--- src/inc/external_interrupt_pkg.sv ---
// constants, types and register map of the external interrupt and vector block
// assumes one 10 MHz clock and a 32-bit AXI4-Lite register bus
package external_interrupt_pkg;

  // source table: request pins, pin-change groups, then the peripherals
  localparam int         NUM_PERIPH          = 15;
  localparam int         NUM_SOURCES         = 19;
  localparam int         NUM_PC_INPUTS       = 16;
  localparam logic [4:0] FIRST_SOURCE_NUMBER = 5'h02;
  localparam logic [4:0] GROUP_HIGH_NUMBER   = 5'h05;

  // program-memory vector addresses, two words apart
  localparam logic [15:0] RESET_VECTOR        = 16'h0000;
  localparam logic [15:0] PIN_A_VECTOR        = 16'h0002;
  localparam logic [15:0] GROUP_HIGH_VECTOR   = 16'h0008;
  localparam logic [15:0] FIRST_PERIPH_VECTOR = 16'h000A;
  localparam logic [15:0] LAST_PERIPH_VECTOR  = 16'h0026;
  localparam logic [15:0] VECTOR_STEP         = 16'h0002;

  // register byte offsets
  localparam logic [7:0] OFS_SENSE     = 8'h00;
  localparam logic [7:0] OFS_EXT_EN    = 8'h04;
  localparam logic [7:0] OFS_EXT_FLAGS = 8'h08;
  localparam logic [7:0] OFS_PC_EN     = 8'h0C;
  localparam logic [7:0] OFS_PC_FLAGS  = 8'h10;
  localparam logic [7:0] OFS_MASK_LOW  = 8'h14;
  localparam logic [7:0] OFS_MASK_HIGH = 8'h18;
  localparam logic [7:0] OFS_GLOBAL    = 8'h1C;
  localparam logic [7:0] OFS_STATUS    = 8'h20;

  // field positions and reset values
  localparam int         SENSE_A_LSB   = 0;
  localparam int         SENSE_B_LSB   = 2;
  localparam int         STATUS_REQ    = 5;
  localparam logic [3:0] SENSE_RESET   = 4'h0;
  localparam logic [7:0] MASK_RESET    = 8'h00;
  localparam logic [1:0] SYNC_PRIMED   = 2'h3;

  localparam logic [1:0] RESP_OKAY   = 2'h0;
  localparam logic [1:0] RESP_SLVERR = 2'h2;

  typedef enum logic [1:0] {
    SENSE_LOW_LEVEL  = 2'b00,
    SENSE_ANY_CHANGE = 2'b01,
    SENSE_FALLING    = 2'b10,
    SENSE_RISING     = 2'b11
  } sense_mode_t;

  typedef struct packed {
    logic [7:0]  addr;
    logic [31:0] data;
    logic [3:0]  strb;
  } axi_wr_t;

endpackage

--- src/rtl/external_interrupt_vectors.sv ---
// external request pins, pin-change groups, priority and vector dispatch
// assumes pins asynchronous to clock and a core that acks vector entry
//
// The address map and register access over AXI4-Lite were chosen for this implementation.
`timescale 1ns/1ps

// What this block does
// RQ1: every reset cause starts the core at program address 0x0000.
// RQ2: request pins vector at 0x0002 and 0x0004, groups at 0x0006, 0x0008.
// RQ3: upper pin-change group is vector number 5 at address 0x0008.
// RQ4: peripheral vectors step two words from 0x000A up to 0x0026.
// RQ5: pin activity requests even when the pin is driven as output.
// RQ6: upper group fires on enabled bits 15..8, lower on bits 7..0.
// RQ7: only inputs set in the group mask contribute to its request.
// RQ8: pin changes are seen without the I/O clock and wake from any sleep.
// RQ9: each request pin triggers on falling edge, rising edge or low level.
// RQ10: enabled low-level mode requests continuously while the pin is low.
// RQ11: edges on request pins are recognised only while the I/O clock runs.
// RQ12: low levels on request pins are seen asynchronously to wake from sleep.
// RQ13: I/O clock stops in all sleep modes but idle, blocking edge detection.
// RQ14: a waking level must be held by the source until start-up ends.
// RQ15: a level gone before start-up ends wakes the part but raises no request.
// RQ16: sense code 00 low, 01 any change, 10 falling, 11 rising.
// RQ17: pin flag set by edge, cleared by entry or written one, zero in level.
// RQ18: edge modes sample the pin; pulses over one clock always register.
// RQ19: forward only if individually and globally enabled; lowest number wins. Peripheral requests here need the global enable only.
// RQ20: pin events pass two flip-flops before any flag or request.
module external_interrupt_vectors
  import external_interrupt_pkg::*;
(
  input  wire logic                    clock,
  input  wire logic                    sys_rst,
  input  wire logic [7:0]              awaddr,
  input  wire logic                    awvalid,
  output logic                         awready,
  input  wire logic [31:0]             wdata,
  input  wire logic [3:0]              wstrb,
  input  wire logic                    wvalid,
  output logic                         wready,
  output logic [1:0]                   bresp,
  output logic                         bvalid,
  input  wire logic                    bready,
  input  wire logic [7:0]              araddr,
  input  wire logic                    arvalid,
  output logic                         arready,
  output logic [31:0]                  rdata,
  output logic [1:0]                   rresp,
  output logic                         rvalid,
  input  wire logic                    rready,
  input  wire logic                    ext_request_pin_a,
  input  wire logic                    ext_request_pin_b,
  input  wire logic [NUM_PC_INPUTS-1:0] pin_change_inputs,
  input  wire logic                    deep_sleep,
  input  wire logic [NUM_PERIPH-1:0]   periph_requests,
  input  wire logic                    irq_ack,
  output logic [15:0]                  reset_vector,
  output logic                         irq_request,
  output logic [15:0]                  irq_vector,
  output logic [4:0]                   irq_number,
  output logic [NUM_PERIPH-1:0]        periph_ack,
  output logic                         wake_request
);

  logic [1:0]               ext_s1_reg, ext_s2_reg, ext_prev_reg;
  logic [NUM_PC_INPUTS-1:0] pc_s1_reg, pc_s2_reg, pc_prev_reg;
  logic [1:0]               prime_reg;
  logic [3:0]               sense_reg;
  logic [1:0]               ext_en_reg, pc_en_reg, ext_flag_reg, pc_flag_reg;
  logic [7:0]               mask_low_reg, mask_high_reg;
  logic                     global_reg;
  logic                     aw_hold_reg, w_hold_reg;
  axi_wr_t                  wr_reg;
  logic [1:0]               ext_flag_next, pc_flag_next, ext_set, ext_level;
  logic [NUM_PC_INPUTS-1:0] pc_change;
  logic [NUM_SOURCES-1:0]   pend, ack_hit;
  logic [4:0]               sel_next;
  logic                     found_next, wr_fire;
  logic [1:0]               ext_w1c, pc_w1c;
  logic [31:0]              rd_data;
  logic                     rd_ok;
  logic                     primed;

  // two stages before anything looks at a pin; outputs driven as pins are
  // sampled the same way, so software can raise a request by writing them
  always_ff @(posedge clock or posedge sys_rst) begin
    if (sys_rst) begin
      ext_s1_reg   <= 2'h0;
      ext_s2_reg   <= 2'h0;
      ext_prev_reg <= 2'h0;
      pc_s1_reg    <= 16'h0000;
      pc_s2_reg    <= 16'h0000;
      pc_prev_reg  <= 16'h0000;
    end else begin
      ext_s1_reg   <= {ext_request_pin_b, ext_request_pin_a}; // [RQ20] [RQ5]
      ext_s2_reg   <= ext_s1_reg;
      ext_prev_reg <= ext_s2_reg;
      pc_s1_reg    <= pin_change_inputs;                      // [RQ20] [RQ5]
      pc_s2_reg    <= pc_s1_reg;
      pc_prev_reg  <= pc_s2_reg;
    end
  end

  // hides the false edge from reset zeros into the first real samples
  always_ff @(posedge clock or posedge sys_rst) begin
    if (sys_rst) begin
      prime_reg <= 2'h0;
    end else if (prime_reg != SYNC_PRIMED) begin
      prime_reg <= prime_reg + 2'h1;
    end
  end
  assign primed = (prime_reg == SYNC_PRIMED);

  // per-pin sense decode and edge detection
  genvar gi;
  generate
    for (gi = 0; gi < 2; gi++) begin : g_pin
      sense_mode_t mode;
      logic        rise, fall, hit;
      assign mode = sense_mode_t'(sense_reg[2*gi +: 2]);
      assign rise = ext_s2_reg[gi] & ~ext_prev_reg[gi];
      assign fall = ~ext_s2_reg[gi] & ext_prev_reg[gi];
      always_comb begin
        unique case (mode)                                     // [RQ16] [RQ9]
          SENSE_LOW_LEVEL:  hit = 1'b0;
          SENSE_ANY_CHANGE: hit = rise | fall;
          SENSE_FALLING:    hit = fall;                        // [RQ18]
          SENSE_RISING:     hit = rise;
        endcase
      end
      // no I/O clock in deep sleep, so edges are not seen there
      assign ext_set[gi]   = hit & primed & ~deep_sleep;      // [RQ11] [RQ13]
      assign ext_level[gi] = (mode == SENSE_LOW_LEVEL);
    end
  endgenerate

  assign pc_change = (pc_s2_reg ^ pc_prev_reg) & {mask_high_reg, mask_low_reg}; // [RQ7]

  assign wr_fire = aw_hold_reg & w_hold_reg & ~bvalid;
  assign ext_w1c = (wr_fire && wr_reg.addr == OFS_EXT_FLAGS && wr_reg.strb[0])
                   ? wr_reg.data[1:0] : 2'h0;
  assign pc_w1c  = (wr_fire && wr_reg.addr == OFS_PC_FLAGS && wr_reg.strb[0])
                   ? wr_reg.data[1:0] : 2'h0;

  // a new event wins over a clear arriving in the same cycle
  always_comb begin
    for (int i = 0; i < 2; i++) begin
      if (ext_level[i]) begin
        ext_flag_next[i] = 1'b0;                               // [RQ17]
      end else begin
        ext_flag_next[i] = (ext_flag_reg[i] & ~ext_w1c[i] & ~ack_hit[i]) | ext_set[i];
      end
    end
    // pin-change flags keep working in deep sleep
    pc_flag_next[0] = (pc_flag_reg[0] & ~pc_w1c[0] & ~ack_hit[2])
                      | (primed & (|pc_change[7:0]));          // [RQ6] [RQ8]
    pc_flag_next[1] = (pc_flag_reg[1] & ~pc_w1c[1] & ~ack_hit[3])
                      | (primed & (|pc_change[15:8]));         // [RQ6]
  end

  always_ff @(posedge clock or posedge sys_rst) begin
    if (sys_rst) begin
      ext_flag_reg <= 2'h0;
      pc_flag_reg  <= 2'h0;
    end else begin
      ext_flag_reg <= ext_flag_next;
      pc_flag_reg  <= pc_flag_next;
    end
  end

  // level mode looks at the pin now; a level gone after wake-up asks nothing
  always_comb begin
    for (int i = 0; i < 2; i++) begin
      pend[i] = ext_en_reg[i]                                  // [RQ10] [RQ15]
                & (ext_level[i] ? ~ext_s2_reg[i] : ext_flag_reg[i]);
    end
    pend[2] = pc_en_reg[0] & pc_flag_reg[0];
    pend[3] = pc_en_reg[1] & pc_flag_reg[1];
    pend[NUM_SOURCES-1:4] = periph_requests;
  end

  // scan down so the lowest number is left standing
  always_comb begin
    found_next = 1'b0;
    sel_next   = 5'h00;
    for (int i = NUM_SOURCES - 1; i >= 0; i--) begin
      if (pend[i]) begin
        found_next = 1'b1;                                     // [RQ19]
        sel_next   = 5'(i);
      end
    end
  end

  always_comb begin
    for (int i = 0; i < NUM_SOURCES; i++) begin
      ack_hit[i] = irq_ack & irq_request & (irq_number == 5'(i) + FIRST_SOURCE_NUMBER);
    end
  end

  // dropped at the edge that ends the ack cycle so one entry is never taken twice
  always_ff @(posedge clock or posedge sys_rst) begin
    if (sys_rst) begin
      irq_request  <= 1'b0;
      irq_number   <= FIRST_SOURCE_NUMBER;
      irq_vector   <= PIN_A_VECTOR;
      periph_ack   <= 15'h0000;
      wake_request <= 1'b0;
      reset_vector <= RESET_VECTOR;
    end else begin
      irq_request  <= global_reg & found_next & ~irq_ack;     // [RQ19]
      irq_number   <= sel_next + FIRST_SOURCE_NUMBER;
      irq_vector   <= PIN_A_VECTOR + {10'h000, sel_next, 1'b0}; // [RQ2] [RQ3] [RQ4]
      periph_ack   <= ack_hit[NUM_SOURCES-1:4];
      wake_request <= |pend;                                   // [RQ12] [RQ8]
      reset_vector <= RESET_VECTOR;                            // [RQ1]
    end
  end

  // control registers written by software
  always_ff @(posedge clock or posedge sys_rst) begin
    if (sys_rst) begin
      sense_reg     <= SENSE_RESET;
      ext_en_reg    <= 2'h0;
      pc_en_reg     <= 2'h0;
      mask_low_reg  <= MASK_RESET;
      mask_high_reg <= MASK_RESET;
      global_reg    <= 1'b0;
    end else begin
      if (irq_ack && irq_request) begin
        global_reg <= 1'b0;
      end
      if (wr_fire && wr_reg.strb[0]) begin
        unique case (wr_reg.addr)
          OFS_SENSE:     sense_reg     <= wr_reg.data[3:0];
          OFS_EXT_EN:    ext_en_reg    <= wr_reg.data[1:0];
          OFS_PC_EN:     pc_en_reg     <= wr_reg.data[1:0];
          OFS_MASK_LOW:  mask_low_reg  <= wr_reg.data[7:0];
          OFS_MASK_HIGH: mask_high_reg <= wr_reg.data[7:0];
          OFS_GLOBAL:    global_reg    <= wr_reg.data[0];
          default: ;
        endcase
      end
    end
  end

  // AXI4-Lite write path: address and data taken in either order
  always_ff @(posedge clock or posedge sys_rst) begin
    if (sys_rst) begin
      aw_hold_reg <= 1'b0;
      w_hold_reg  <= 1'b0;
      awready     <= 1'b1;
      wready      <= 1'b1;
      bvalid      <= 1'b0;
      bresp       <= RESP_OKAY;
      wr_reg      <= '0;
    end else begin
      if (awvalid && awready) begin
        aw_hold_reg <= 1'b1;
        awready     <= 1'b0;
        wr_reg.addr <= awaddr;
      end
      if (wvalid && wready) begin
        w_hold_reg  <= 1'b1;
        wready      <= 1'b0;
        wr_reg.data <= wdata;
        wr_reg.strb <= wstrb;
      end
      if (wr_fire) begin
        aw_hold_reg <= 1'b0;
        w_hold_reg  <= 1'b0;
        bvalid      <= 1'b1;
        unique case (wr_reg.addr)
          OFS_SENSE, OFS_EXT_EN, OFS_EXT_FLAGS, OFS_PC_EN, OFS_PC_FLAGS,
          OFS_MASK_LOW, OFS_MASK_HIGH, OFS_GLOBAL, OFS_STATUS: bresp <= RESP_OKAY;
          default: bresp <= RESP_SLVERR;
        endcase
      end
      if (bvalid && bready) begin
        bvalid  <= 1'b0;
        awready <= 1'b1;
        wready  <= 1'b1;
      end
    end
  end

  always_comb begin
    rd_ok   = 1'b1;
    rd_data = 32'h0000_0000;
    unique case (araddr)
      OFS_SENSE:     rd_data[3:0] = sense_reg;
      OFS_EXT_EN:    rd_data[1:0] = ext_en_reg;
      OFS_EXT_FLAGS: rd_data[1:0] = ext_flag_reg;
      OFS_PC_EN:     rd_data[1:0] = pc_en_reg;
      OFS_PC_FLAGS:  rd_data[1:0] = pc_flag_reg;
      OFS_MASK_LOW:  rd_data[7:0] = mask_low_reg;
      OFS_MASK_HIGH: rd_data[7:0] = mask_high_reg;
      OFS_GLOBAL:    rd_data[0]   = global_reg;
      OFS_STATUS:    rd_data[5:0] = {irq_request, irq_number};
      default:       rd_ok        = 1'b0;
    endcase
  end

  // read path: one read at a time, answer one cycle after the address
  always_ff @(posedge clock or posedge sys_rst) begin
    if (sys_rst) begin
      arready <= 1'b1;
      rvalid  <= 1'b0;
      rdata   <= 32'h0000_0000;
      rresp   <= RESP_OKAY;
    end else begin
      if (arvalid && arready) begin
        arready <= 1'b0;
        rvalid  <= 1'b1;
        rdata   <= rd_data;
        rresp   <= rd_ok ? RESP_OKAY : RESP_SLVERR;
      end
      if (rvalid && rready) begin
        rvalid  <= 1'b0;
        arready <= 1'b1;
      end
    end
  end

  a_reset_vector_zero: assert property (@(posedge clock) disable iff (sys_rst) // [RQ1]
    reset_vector == RESET_VECTOR) else $error("reset vector not zero");

  a_vector_address_map: assert property (@(posedge clock) disable iff (sys_rst) // [RQ2]
    irq_request |-> irq_vector == {10'h000, irq_number, 1'b0} - VECTOR_STEP)
    else $error("vector address does not match vector number");

  a_group_high_vector: assert property (@(posedge clock) disable iff (sys_rst) // [RQ3]
    (irq_request && irq_number == GROUP_HIGH_NUMBER) |-> irq_vector == GROUP_HIGH_VECTOR)
    else $error("upper group vector misplaced");

  a_periph_vector_range: assert property (@(posedge clock) disable iff (sys_rst) // [RQ4]
    (irq_request && irq_number > GROUP_HIGH_NUMBER) |->
      (irq_vector >= FIRST_PERIPH_VECTOR && irq_vector <= LAST_PERIPH_VECTOR))
    else $error("peripheral vector out of range");

  a_group_high_set: assert property (@(posedge clock) disable iff (sys_rst) // [RQ6]
    (primed && (|pc_change[15:8])) |=> pc_flag_reg[1])
    else $error("upper group change lost");

  a_group_mask_gate: assert property (@(posedge clock) disable iff (sys_rst) // [RQ7]
    (!pc_flag_reg[0] && ((pc_s2_reg[7:0] ^ pc_prev_reg[7:0]) & mask_low_reg) == 8'h00)
      |=> !pc_flag_reg[0])
    else $error("masked input set lower group flag");

  a_level_request_held: assert property (@(posedge clock) disable iff (sys_rst) // [RQ10]
    (global_reg && ext_en_reg[1] && sense_reg[3:2] == SENSE_LOW_LEVEL
      && !ext_s2_reg[1] && !irq_ack)
      |=> irq_request && irq_number <= FIRST_SOURCE_NUMBER + 5'h01)
    else $error("low level not requesting");

  a_edge_sleep_blocked: assert property (@(posedge clock) disable iff (sys_rst) // [RQ13]
    (deep_sleep && !ext_flag_reg[0]) |=> !ext_flag_reg[0])
    else $error("edge seen while I/O clock halted");

  a_falling_edge_set: assert property (@(posedge clock) disable iff (sys_rst) // [RQ18]
    (primed && !deep_sleep && sense_reg[1:0] == SENSE_FALLING
      && $fell(ext_s2_reg[0])) |=> ext_flag_reg[0])
    else $error("falling edge missed");

  a_level_flag_clear: assert property (@(posedge clock) disable iff (sys_rst) // [RQ17]
    (sense_reg[3:2] == SENSE_LOW_LEVEL) |=> !ext_flag_reg[1])
    else $error("flag set in level mode");

  a_request_needs_global: assert property (@(posedge clock) disable iff (sys_rst) // [RQ19]
    $rose(irq_request) |-> $past(global_reg) && !$past(irq_ack))
    else $error("request without global enable");

  a_lowest_number_wins: assert property (@(posedge clock) disable iff (sys_rst) // [RQ19]
    (global_reg && !irq_ack && pend[0] && pend[1]) |=> irq_number == FIRST_SOURCE_NUMBER)
    else $error("priority order wrong");

  a_two_stage_sync: assert property (@(posedge clock) disable iff (sys_rst) // [RQ20]
    ext_s2_reg == $past(ext_s1_reg) && pc_s2_reg == $past(pc_s1_reg))
    else $error("synchroniser stage skipped");

endmodule

--- config.mk ---
export PLATFORM = sky130hd
export DESIGN_NAME = external_interrupt_vectors
export DESIGN_NICKNAME = d
export VERILOG_FILES = /design/src/inc/external_interrupt_pkg.sv /design/src/rtl/external_interrupt_vectors.sv
export SDC_FILE = /design/constraint.sdc
export NUM_CORES = 1
export LEC_CHECK = 0
export BUFFER_PORTS_ARGS = -buffer_cell sky130_fd_sc_hd__buf_2
export CAP_MARGIN = 10
export CORE_UTILIZATION = 40
export DETAILED_ROUTE_END_ITERATION = 8
export GPL_ROUTABILITY_DRIVEN = 1
export HOLD_SLACK_MARGIN = 0.05
export PLACE_DENSITY = 0.71
export SETUP_SLACK_MARGIN = 0.15
export SLEW_MARGIN = 0
export SYNTH_ARGS = -nofsm -noshare
export SYNTH_HDL_FRONTEND = slang
export SYNTH_SLANG_ARGS = --single-unit
--- constraint.sdc ---
create_clock -name clock -period 10.7 [get_ports clock]
set_input_delay 1.605 -clock clock [delete_from_list [all_inputs] [get_ports clock]]
set_output_delay 1.605 -clock clock [all_outputs]
set_load 0.1 [all_outputs]
# ---- After elaboration in Yosys (flattened, before gate mapping)
# Index checks and enable logic that the tools add are counted.
dict set report op_classes {
  addsub 3
  n_eq_ne 43
  muxes 71
  bitwise_logic 69
  reduce_logical 31
}
# operator n
set op_table {}
lappend op_table {{5-bit 2-to-1 mux} 19}
lappend op_table {{8-bit by 5-bit == test with 1-bit output (second input constant)} 8}
lappend op_table {{1-bit AND} 46}
lappend op_table {{1-bit 2-to-1 mux} 41}
lappend op_table {{5-bit by 4-bit == test with 1-bit output (second input constant)} 8}
lappend op_table {{8-bit by 4-bit == test with 1-bit output (second input constant)} 4}
lappend op_table {{5-bit == test (second input constant)} 5}
lappend op_table {{5-bit by 3-bit == test with 1-bit output (second input constant)} 4}
lappend op_table {{19-bit OR reduction} 1}
lappend op_table {{9-bit OR reduction} 2}
lappend op_table {{16-bit AND} 1}
lappend op_table {{8-bit by 3-bit == test with 1-bit output (second input constant)} 2}
lappend op_table {{8-bit by 6-bit == test with 1-bit output (second input constant)} 2}
lappend op_table {{8-bit logical NOT} 2}
lappend op_table {{8-bit OR reduction} 2}
lappend op_table {{16-bit bitwise XOR} 1}
lappend op_table {{1-bit inverter} 15}
lappend op_table {{2-bit nonzero test} 6}
lappend op_table {{1-bit logical AND} 11}
lappend op_table {{2-bit == test (second input constant)} 5}
lappend op_table {{5-bit by 2-bit == test with 1-bit output (second input constant)} 2}
lappend op_table {{2-bit AND reduction} 5}
lappend op_table {{1-bit case mux with 9 select lines} 1}
lappend op_table {{2-bit 2-to-1 mux} 4}
lappend op_table {{other kinds (12)} 20}
dict set report word_totals {
  regBits 150
  inputBits 94
  out_inout_bits 95
  elab_cells 250
}

# ---- Logic depth before layout (Yosys ltp)
# Gate-level depths: netlist of the first run.
dict set report logic_depth {
  word_depth 21
  mapped_depth 9
  depth_no_buf 9
}

# ---- Worst setup path after synthesis of the first run
# Ideal clock, no wire load.
dict set report synth_path {
  kind {in2reg}
  start {in periph_requests[7]}
  end {reg irq_vector[4]}
  setup_time_ns 0.082
  arrival_time_ns 3.363
  required_time_ns 10.618
  slack_ns 7.255
  path_stages 7
  path_buffers 0
  cell_sequence {nor4_1 a21oi_1 nor4_1 ha_1 o21ai_0 mux2_2 a31oi_1}
}
dict set report synth_between {
  elab_chain_len 13
}
# item line_no
set synth_rtl {}
lappend synth_rtl {{start, declared} external_interrupt_vectors.sv:54} ;# input wire logic [NUM_PERIPH-1:0] periph_requests,
lappend synth_rtl {{5-bit 2-to-1 mux (12 in series)} external_interrupt_vectors.sv:186} ;# if (pend[i]) begin
lappend synth_rtl {{2-bit by 6-bit adder with 7-bit output} external_interrupt_vectors.sv:211} ;# irq_vector <= PIN_A_VECTOR + {10'h000, sel_next, 1'b0};
lappend synth_rtl {{end signal, assigned} external_interrupt_vectors.sv:211}
lappend synth_rtl {{end, declared} external_interrupt_vectors.sv:58} ;# output logic [15:0] irq_vector,
# Every way passes these cells.
# A chain may end at the register's enable or synchronous reset.

# ---- Final worst setup path of the first run
# Same ends and word-level chain as after synthesis.

==> flow_metrics.tcl, run 1 <==
set metrics [dict create \
    layout.cells.most_common "sky130_fd_sc_hd__dfrtp_1" \
    max_fclk_mhz 278 \
    startpoint_type "input pin" \
    tns_ns 0 \
    synthesis.area_per_instance_um2 12.1 \
    cts_tree "yes" \
    total_power_per_unit_cell_area_nw_per_um2 218 \
    pre_cts_ws_ns 6.76 \
    gp_routability_congestion 0.909 \
    ys.flop_type "sky130_fd_sc_hd__dfrtp_1" \
    yosysSeqAreaShare_pct 58.6 \
    tightestPinTransition_ns 0.885 \
    synth.ff_latch_count 147 \
    timing.critical_path.max_delay_family "simple AND/OR/NAND/NOR gates" \
    clock-sinks 147 \
    path_max_fanout 6 \
    worst_path_most_repeated_cell "sky130_fd_sc_hd__nor4_1" \
    antenna_cells_inserted 0 \
    final_report_hold_violation_count 0 \
    gr-usage-all-layers_pct 17.2 \
    layout.cells.non_filler 863 \
    cap_violations 0 \
    irDropWorstVdd_mv 0.188 \
    boundaryPins 189 \
    timing.final.crit_share_pct 33.6 \
    critPathLaunch "periph_requests[7]" \
    grt_antenna_before_repair 0 \
    cp_data_required_time_ns 11.03 \
    crit_chain "buf_2, nor4_1, a21oi_1, nor4_1, ha_1, o21ai_0, mux2_2, a31oi_1" \
    cp_slowest_cell "sky130_fd_sc_hd__nor4_1" \
    synthCells 518 \
    row_count 45 \
    post-place-cells 831 \
    synth_enable_flop_cells 0 \
    max_stage_delay_ns 0.52 \
    cts-buffers-inserted 17 \
    timing.hold.worst.start "pc_s1_reg[13]" \
    detail_route.vias_per_cell 4.98 \
    worst-path-buf-inv 1 \
    critical_path.reg2reg.startpoint "sense_reg[3]" \
    setup-violations-final 0 \
    nFillCells 1348 \
    number_of_flip_flops_under_the_largest_register_name 17 \
    vias 4298 \
    die_width_um 127 \
    final_core_occ_pct 48.8 \
    core_region_area_um2 15300 \
    floorplan.initialDensity_pct 41.2 \
    post_synth_num_cell_types 58 \
    later_pin_clock_latency_in_the_skew_report_ns 0.43 \
    post-dp-hpwl_um 9700 \
    cts_max_path_buffers 2 \
    cts_resized 0 \
    die_y_um 127 \
    drt_iter0_markers 240 \
    cts.reportedPaths.clkPinSlew_ns 0.07 \
    layout.nets 740 \
    summed_instance_area_of_the_synthesized_netlist_um2 6290 \
    drive_above_1_share_pct 31.3 \
    layout-area-overhead-vs-synth_pct 18.3 \
    die_outline_area_um2 16200 \
    maxSlewViolCount 0 \
    finalWorstSetupSlack_ns 7.10 \
    io_buffers 109 \
    run_status "finished clean" \
    cts_htree_levels 4 \
    min_period_ns 3.60 \
    rsz0062_at_grt "no" \
    cts_setup_buffers 0 \
    drtPass1Iterations 7 \
    clock_tree.root_cell "sky130_fd_sc_hd__clkbuf_16" \
    asr_flop_ratio_synth_pct 100 \
    kind_of_capture_point_of_the_worst_setup_path "flip-flop" \
    drt_drc_violations_left 0 \
    hold_class "reg -> reg" \
    final_cell_mix "sky130_fd_sc_hd__dfrtp_1 (142), sky130_fd_sc_hd__buf_2 (109), sky130_fd_sc_hd__conb_1 (53), sky130_fd_sc_hd__mux2_2 (45), sky130_fd_sc_hd__nand2_1 (32)" \
    leak_pwr_nw 3.55 \
    grt_pass1_vias 4191 \
    drtAntennaViolNets 0 \
    drt-total-wl_um 13100 \
    yosys_warnings 0 \
    timing_worst_setup_path_type "in -> reg" \
    avgRoutedWirePerCell_um 15.1 \
    grt_first_pass_wirelength_um 21300 \
    overflow 0 \
    worstPathArrival_ns 3.93 \
    finClkSkew_ns 0.0237 \
    grt_start_max_net_pins 75 \
    cts_hold_repair.buffers 0 \
    worst_slew_margin_rel_pct 41.0 \
]
==> cell type report <==
class	instances	area (um^2)	share of cell area, %
Clock buffer	17	425	5.72
Timing Repair Buffer	110	553	7.43
Tap cell	211	264	3.55
Inverter	15	61.3	0.824
Sequential cell	147	3680	49.5
Multi-Input combinational cell	348	2310	31.1
Clock inverter	15	138	1.85
==> worst paths after layout <==
check | slack, ns | end | depth (start not counted)
max | 7.10 | irq_vector[4] | 8
min | 0.35 | pc_s2_reg[13] | 0
max reg2reg | 8.08 | irq_vector[4] | 6
min reg2reg | 0.35 | pc_s2_reg[13] | 0
max in group asynchronous | 8.05 | mask_high_reg[0] | 3
min in group asynchronous | 1.28 | pc_s1_reg[6] | 2
==> where the power goes <==
part           switching [W]  internal, W  leakage [nW]  total (W)
combinational       0.000273    0.0000862          1.45   0.000359
clock               0.000252     0.000308         0.275   0.000560
sequential         0.0000732     0.000628          1.83   0.000701
total               0.000598      0.00102          3.55    0.00162
==> metal layers <==
layer	vias to the layer above	wire length, um	track usage [%]
met5	-	0	0
li1	1971	-	-
met2	199	6320	27.5
met3	23	735	4.56
met1	2105	5750	21.9
met4	0	251	7.77
==> kinds of logic after synthesis <==
| group | synth area share (%) |
|---|---|
| AOI/OAI and AO/OA | 9.19 |
| xor gates and xnor gates | 2.65 |
| adders and majority gates | 1.39 |
| buffers and inverters | 7.72 |
| DFF | 58.6 |
| muxes | 8.69 |
| other | 0.0596 |
| and+or+nand+nor | 11.7 |
==> worst reg2reg max path: cells and delay by family, from the launching register on <==
family | cells | cell delay [ns]
flops | 1 | 0.45
simple gates | 1 | 0.61
mux | 1 | 0.29
fa+ha+maj | 1 | 0.40
compound gates | 3 | 0.79
==> cell usage after synthesis (4+ instances only) <==
| library cell | instances | share of area (%) |
|---|---|---|
| sky130_fd_sc_hd__a21oi_1 | 9 | 0.72 |
| sky130_fd_sc_hd__a22o_1 | 4 | 0.56 |
| sky130_fd_sc_hd__a22oi_1 | 17 | 2.0 |
| sky130_fd_sc_hd__a32oi_1 | 5 | 0.70 |
| sky130_fd_sc_hd__and2_1 | 5 | 0.50 |
| sky130_fd_sc_hd__buf_4 | 52 | 6.2 |
| sky130_fd_sc_hd__clkbuf_1 | 6 | 0.36 |
| sky130_fd_sc_hd__dfrtp_1 | 142 | 56 |
| sky130_fd_sc_hd__dfstp_2 | 5 | 2.1 |
| sky130_fd_sc_hd__ha_1 | 7 | 1.4 |
| sky130_fd_sc_hd__inv_1 | 15 | 0.90 |
| sky130_fd_sc_hd__mux2_2 | 45 | 8.1 |
| sky130_fd_sc_hd__mux2i_1 | 4 | 0.64 |
| sky130_fd_sc_hd__nand2_1 | 32 | 1.9 |
| sky130_fd_sc_hd__nand2b_1 | 9 | 0.90 |
| sky130_fd_sc_hd__nand3_1 | 11 | 0.88 |
| sky130_fd_sc_hd__nand3b_1 | 5 | 0.60 |
| sky130_fd_sc_hd__nor2_1 | 25 | 1.5 |
| sky130_fd_sc_hd__nor2b_1 | 5 | 0.50 |
| sky130_fd_sc_hd__nor3_1 | 8 | 0.64 |
| sky130_fd_sc_hd__nor4_1 | 7 | 0.70 |
| sky130_fd_sc_hd__o21ai_0 | 28 | 2.2 |
| sky130_fd_sc_hd__or3_1 | 7 | 0.70 |
| sky130_fd_sc_hd__xor2_1 | 17 | 2.4 |
==> per-stage QoR <==
stage | hold slack, ns | area (um^2) | power, W
2_1_floorplan | 0.331 | 6480 | 0.00101
3_3_place_gp | 0.335 | 6880 | 0.00106
3_5_place_dp | 0.335 | 6880 | 0.00107
4_1_cts | 0.351 | 7440 | 0.00163
5_1_grt | 0.357 | 7440 | 0.00169
6_report | 0.347 | 7440 | 0.00162
Power figures use the tool's default switching activity.
==> inputs of run 2 (changes only) <==
--- a/config.mk
+++ b/config.mk
@@ -11,7 +11,7 @@
 export DETAILED_ROUTE_END_ITERATION = 8
 export GPL_ROUTABILITY_DRIVEN = 1
 export HOLD_SLACK_MARGIN = 0.05
-export PLACE_DENSITY = 0.71
+export PLACE_DENSITY = 0.73
 export SETUP_SLACK_MARGIN = 0.15
 export SLEW_MARGIN = 0
 export SYNTH_ARGS = -nofsm -noshare
==> constraint.sdc (replaced) <==
create_clock -name clock -period 3.2 [get_ports clock]
set_input_delay 0.48 -clock clock [delete_from_list [all_inputs] [get_ports clock]]
set_output_delay 0.48 -clock clock [all_outputs]
set_load 0.1 [all_outputs]
==> run 2 against run 1 <==
Net effect:
- wire length up 2.5%
- clock power rose to 3.8 times the previous value
- global-route usage up 0.40 points
- clock skew down 0.016 ns
- sequential share of layout area down 0.57 points
==> flow_metrics.tcl, run 2 (synthesized netlist as in run 1, its figures left out) <==
set metrics [dict create \
    vias 4258 \
    floorplan.initialDensity_pct 41.2 \
    run_status "finished clean" \
    drt_iter0_markers 201 \
    path_max_fanout 7 \
    row_count 45 \
    io_buffers 109 \
    later_pin_clock_latency_in_the_skew_report_ns 0.42 \
    cap_violations 0 \
    drtPass1Iterations 4 \
    kind_of_capture_point_of_the_worst_setup_path "flip-flop" \
    layout.cells.most_common "sky130_fd_sc_hd__dfrtp_1" \
    post-dp-hpwl_um 9790 \
    final_report_hold_violation_count 0 \
    clock-sinks 147 \
    final_cell_mix "sky130_fd_sc_hd__dfrtp_1 (142), sky130_fd_sc_hd__buf_2 (109), sky130_fd_sc_hd__conb_1 (53), sky130_fd_sc_hd__mux2_2 (45), sky130_fd_sc_hd__nand2_1 (32)" \
    cts_tree "yes" \
    min_period_ns 2.71 \
    irDropWorstVdd_mv 0.580 \
    boundaryPins 189 \
    layout.nets 740 \
    layout.cell_area.non_filler_um2 7530 \
    drive_above_1_share_pct 31.1 \
    layout-area-overhead-vs-synth_pct 19.7 \
    total_power_per_unit_cell_area_nw_per_um2 757 \
    antenna_cells_inserted 0 \
    leak_pwr_nw 3.58 \
    drtAntennaViolNets 0 \
    rsz0062_at_grt "no" \
    finClkSkew_ns 0.00748 \
    die_y_um 127 \
    drt_drc_violations_left 0 \
    tns_ns 0 \
    cts_setup_buffers 0 \
    gp_routability_congestion 0.863 \
    avgRoutedWirePerCell_um 15.5 \
    cp_data_required_time_ns 3.53 \
    postPlaceCellArea_um2 6890 \
    grt_start_max_net_pins 148 \
    grt_antenna_before_repair 0 \
    gr-usage-all-layers_pct 17.6 \
    maxSlewViolCount 0 \
    drt-total-wl_um 13400 \
    worstPathArrival_ns 3.03 \
    cts_resized 0 \
    grt_first_pass_wirelength_um 21700 \
    worst_slew_margin_rel_pct 44.6 \
    grt_pass1_vias 4303 \
    setup-violations-final 0 \
    core_region_area_um2 15300 \
    timing.final.crit_share_pct 84.5 \
    cts_max_path_buffers 2 \
    die_outline_area_um2 16200 \
    cts.reportedPaths.clkPinSlew_ns 0.06 \
    cts_hold_repair.buffers 0 \
    die_width_um 127 \
    hold_class "in -> reg" \
    timing_worst_setup_path_type "reg -> reg" \
    startpoint_type "flip-flop" \
    clock_tree.root_cell "sky130_fd_sc_hd__clkbuf_16" \
    cts-buffers-inserted 17 \
    overflow 0 \
    detail_route.vias_per_cell 4.93 \
    cts_htree_levels 4 \
    tightestPinTransition_ns 0.830 \
    max_fclk_mhz 370 \
    number_of_flip_flops_under_the_largest_register_name 17 \
]
-- run 2: cell count changes in the layout (fill, tap and decap cells not counted) --
| cell | delta |
|---|---|
| sky130_fd_sc_hd__bufinv_16 | +4 |
| sky130_fd_sc_hd__inv_8 | -4 |
| sky130_fd_sc_hd__inv_6 | -3 |
| sky130_fd_sc_hd__buf_12 | +1 |
| sky130_fd_sc_hd__buf_4 | -1 |
| sky130_fd_sc_hd__clkbuf_1 | +1 |
| sky130_fd_sc_hd__clkbuf_8 | +1 |
| sky130_fd_sc_hd__clkinvlp_4 | +1 |
-- run 2: critical path, cell delays in order, from the launching register on --
cell	delay, ns
sky130_fd_sc_hd__dfrtp_1	0.45
sky130_fd_sc_hd__o311a_1	0.48
sky130_fd_sc_hd__nor4_1	0.63
sky130_fd_sc_hd__ha_1	0.40
sky130_fd_sc_hd__o21ai_0	0.16
sky130_fd_sc_hd__mux2_2	0.30
sky130_fd_sc_hd__a31oi_1	0.19
-- run 2: area by class of cell --
class / count / area, um^2
clock buffer: 19 / 443
clock inverter: 13 / 195
fill: 1334 / 7730
inverter: 15 / 60.1
multi-input combinational: 348 / 2310
sequential: 147 / 3680
tap: 211 / 264
timing repair buffer: 110 / 566
-- run 2: per-stage QoR --
stage | hold slack [ns] | setup slack (ns) | power, W | util (%) | cells
4_1_cts | 0.146 | 0.550 | 0.00575 | 49.3 | 863
3_3_place_gp | 0.336 | 0.518 | 0.00355 | 45.1 | 831
3_5_place_dp | 0.335 | 0.271 | 0.00359 | 45.1 | 831
6_report | 0.164 | 0.495 | 0.00570 | 49.3 | 863
2_1_floorplan | 0.331 | 0.877 | 0.00337 | - | 570
5_1_grt | 0.147 | 0.405 | 0.00593 | 49.3 | 863
-- run 2: worst paths after layout --
kind,from,to,slack [ns],cells after the start
setup / recovery,sense_reg[3],irq_vector[4],0.49,6
hold / removal,pin_change_inputs[5],pc_s1_reg[5],0.16,1
setup reg to reg,sense_reg[3],irq_vector[4],0.49,6
hold reg to reg,ext_s1_reg[0],ext_s2_reg[0],0.35,0
max in group asynchronous,sys_rst,irq_vector[3],2.31,3
min in group asynchronous,sys_rst,wr_reg[43],0.20,3
-- run 2: layer usage --
metal  vias to the layer above  wire length [um]  GRT usage [%]
met5                         -                 0              0
met4                         0               286           6.86
met2                       171              6360           28.4
met3                        27               815           4.56
met1                      2077              5920           22.6
li1                       1983                 -              -
-- run 2: power breakdown --
part | switching (W) | internal (W)
Combinational | 0.000923 | 0.000290
Sequential | 0.000252 | 0.00210
Clock | 0.000791 | 0.00134
Total | 0.00197 | 0.00373
==> inputs of run 3 (changes only) <==
--- a/config.mk
+++ b/config.mk
@@ -11,7 +11,7 @@
 export DETAILED_ROUTE_END_ITERATION = 8
 export GPL_ROUTABILITY_DRIVEN = 1
 export HOLD_SLACK_MARGIN = 0.05
-export PLACE_DENSITY = 0.73
+export PLACE_DENSITY = 0.71
 export SETUP_SLACK_MARGIN = 0.15
 export SLEW_MARGIN = 0
 export SYNTH_ARGS = -nofsm -noshare
==> constraint.sdc (replaced) <==
create_clock -name clock -period 2.75 [get_ports clock]
set_input_delay 0.4125 -clock clock [delete_from_list [all_inputs] [get_ports clock]]
set_output_delay 0.4125 -clock clock [all_outputs]
set_load 0.1 [all_outputs]
==> run 3 against run 2 <==
Net effect:
- worst setup slack lost 0.13 ns
- power grew 16%
- die area is the same
- wire length shrank 4.4%
- cell count grew 0.35%
- core utilization grew 0.26 points
- via count shrank 0.87%
- design area grew 0.53%
- global-route usage shrank 0.58 points
- combinational power grew 16%
- critical path type unchanged
==> flow_metrics.tcl, run 3 (synthesized netlist as in run 1, its figures left out) <==
set metrics [dict create \
    core_region_area_um2 15300 \
    power.share.clock_pct 37.6 \
    drtPass1Iterations 5 \
    cts_tree "yes" \
    boundaryPins 189 \
    min_period_ns 2.38 \
    drtAntennaViolNets 0 \
    finClkSkew_ns 0.00768 \
    leak_pwr_nw 3.61 \
    total_power_per_unit_cell_area_nw_per_um2 876 \
    die_y_um 127 \
    later_pin_clock_latency_in_the_skew_report_ns 0.42 \
    cts-buffers-inserted 17 \
    grt_pass1_vias 4141 \
    timing.final.crit_share_pct 86.6 \
    gr-usage-all-layers_pct 17.0 \
    run_status "finished clean" \
    maxSlewViolCount 0 \
    row_count 45 \
    power.switching_fraction_pct 34.6 \
    cts.reportedPaths.clkPinSlew_ns 0.06 \
    worst-path-buf-inv 0 \
    overflow 0 \
    setup-violations-final 0 \
    p_seq_share_pct 41.2 \
    layout.cells.most_common "sky130_fd_sc_hd__dfrtp_1" \
    number_of_flip_flops_under_the_largest_register_name 17 \
    die_outline_area_um2 16200 \
    drt-total-wl_um 12800 \
    drt_drc_violations_left 0 \
    worst_slew_margin_rel_pct 52.8 \
    timing_worst_setup_path_type "reg -> reg" \
    floorplan.initialDensity_pct 41.2 \
    cts_hold_repair.buffers 0 \
    cp_data_required_time_ns 3.08 \
    layout.nets 743 \
    gp_routability_congestion 0.904 \
    irDropWorstVdd_mv 0.663 \
    grt_antenna_before_repair 0 \
    cts_htree_levels 4 \
    p_int_w 0.00433 \
    vias 4221 \
    cp_slowest_cell "sky130_fd_sc_hd__o311a_1" \
    clock-sinks 147 \
    detail_route.vias_per_cell 4.87 \
    drive_above_1_share_pct 31.6 \
    cap_violations 0 \
    rsz0062_at_grt "no" \
    final_report_hold_violation_count 0 \
    cts_max_path_buffers 2 \
    grt_start_max_net_pins 62 \
    startpoint_type "flip-flop" \
    io_buffers 109 \
    final_cell_mix "sky130_fd_sc_hd__dfrtp_1 (142), sky130_fd_sc_hd__buf_2 (109), sky130_fd_sc_hd__conb_1 (53), sky130_fd_sc_hd__mux2_2 (45), sky130_fd_sc_hd__nand2_1 (32)" \
    hold_class "in -> async" \
    antenna_cells_inserted 0 \
    max_stage_delay_ns 0.46 \
    cts_setup_buffers 0 \
    nFillCells 1314 \
    path_max_fanout 7 \
    kind_of_capture_point_of_the_worst_setup_path "flip-flop" \
    drt_iter0_markers 226 \
    tns_ns 0 \
    worstPathArrival_ns 2.71 \
    fin_hold_ws_ns 0.0937 \
    crit_chain "o311a_1, or2_1, a21oi_1, ha_1, o21ai_0, mux2_2, a31oi_1" \
    layout-area-overhead-vs-synth_pct 20.3 \
    cts_resized 0 \
    die_width_um 127 \
    power.share.combinational_pct 21.2 \
    max_fclk_mhz 420 \
    p_switching_w 0.00230 \
    timing.critical_path.max_delay_family "compound AO/OA/AOI/OAI gates" \
    clock_tree.root_cell "sky130_fd_sc_hd__clkbuf_16" \
    tightestPinTransition_ns 0.707 \
    post-dp-hpwl_um 9570 \
    grt_first_pass_wirelength_um 20700 \
    avgRoutedWirePerCell_um 14.8 \
]
[run 3: layout make-up]
type                       count  area [um^2]  share of cell area, %
inverter                      15         60.1                  0.794
clock inverter                15          218                   2.88
timing repair buffer         113          601                   7.94
tap                          211          264                   3.49
sequential                   147         3680                   48.7
clock buffer                  17          425                   5.62
multi-input combinational    348         2310                   30.6
[run 3: path summary, 6_finish.rpt]
path / start / end / slack, ns / depth (start not counted)
min: sys_rst / wr_reg[42] / 0.09 / 2
min in group clock: pin_change_inputs[11] / pc_s1_reg[11] / 0.09 / 1
min reg2reg: ext_s1_reg[0] / ext_s2_reg[0] / 0.35 / 0
max: sense_reg[3] / irq_vector[4] / 0.37 / 7
max reg2reg: sense_reg[3] / irq_vector[4] / 0.37 / 7
max in group asynchronous: sys_rst / arready / 1.88 / 3
[run 3: power by group through the flow]
stage               sequential (W)  combinational [W]  clock (W)
finish                     0.00273            0.00140    0.00249
global route               0.00277            0.00149    0.00265
CTS                        0.00273            0.00141    0.00255
detailed placement         0.00277            0.00141          0
global placement           0.00275            0.00138          0
floorplan                  0.00309           0.000835          0
[run 3: routing by layer]
metal / vias to the layer above / share of wire, % / global-route usage, %
met5: - / 0 / 0
met3: 25 / 5.6 / 4.44
met4: 0 / 2.5 / 8.75
met1: 2032 / 45 / 21.5
met2: 181 / 47 / 26.9
li1: 1983 / - / -
[run 3: per-stage QoR]
stage	instances	total power, W	area, um^2	setup slack (ns)	util (%)
5_1_grt	866	0.00692	7570	0.242	49.6
2_1_floorplan	570	0.00392	6490	0.449	-
6_report	866	0.00663	7570	0.369	49.6
3_3_place_gp	834	0.00413	6920	0.414	45.4
4_1_cts	866	0.00669	7570	0.386	49.6
3_5_place_dp	834	0.00418	6920	0.336	45.4
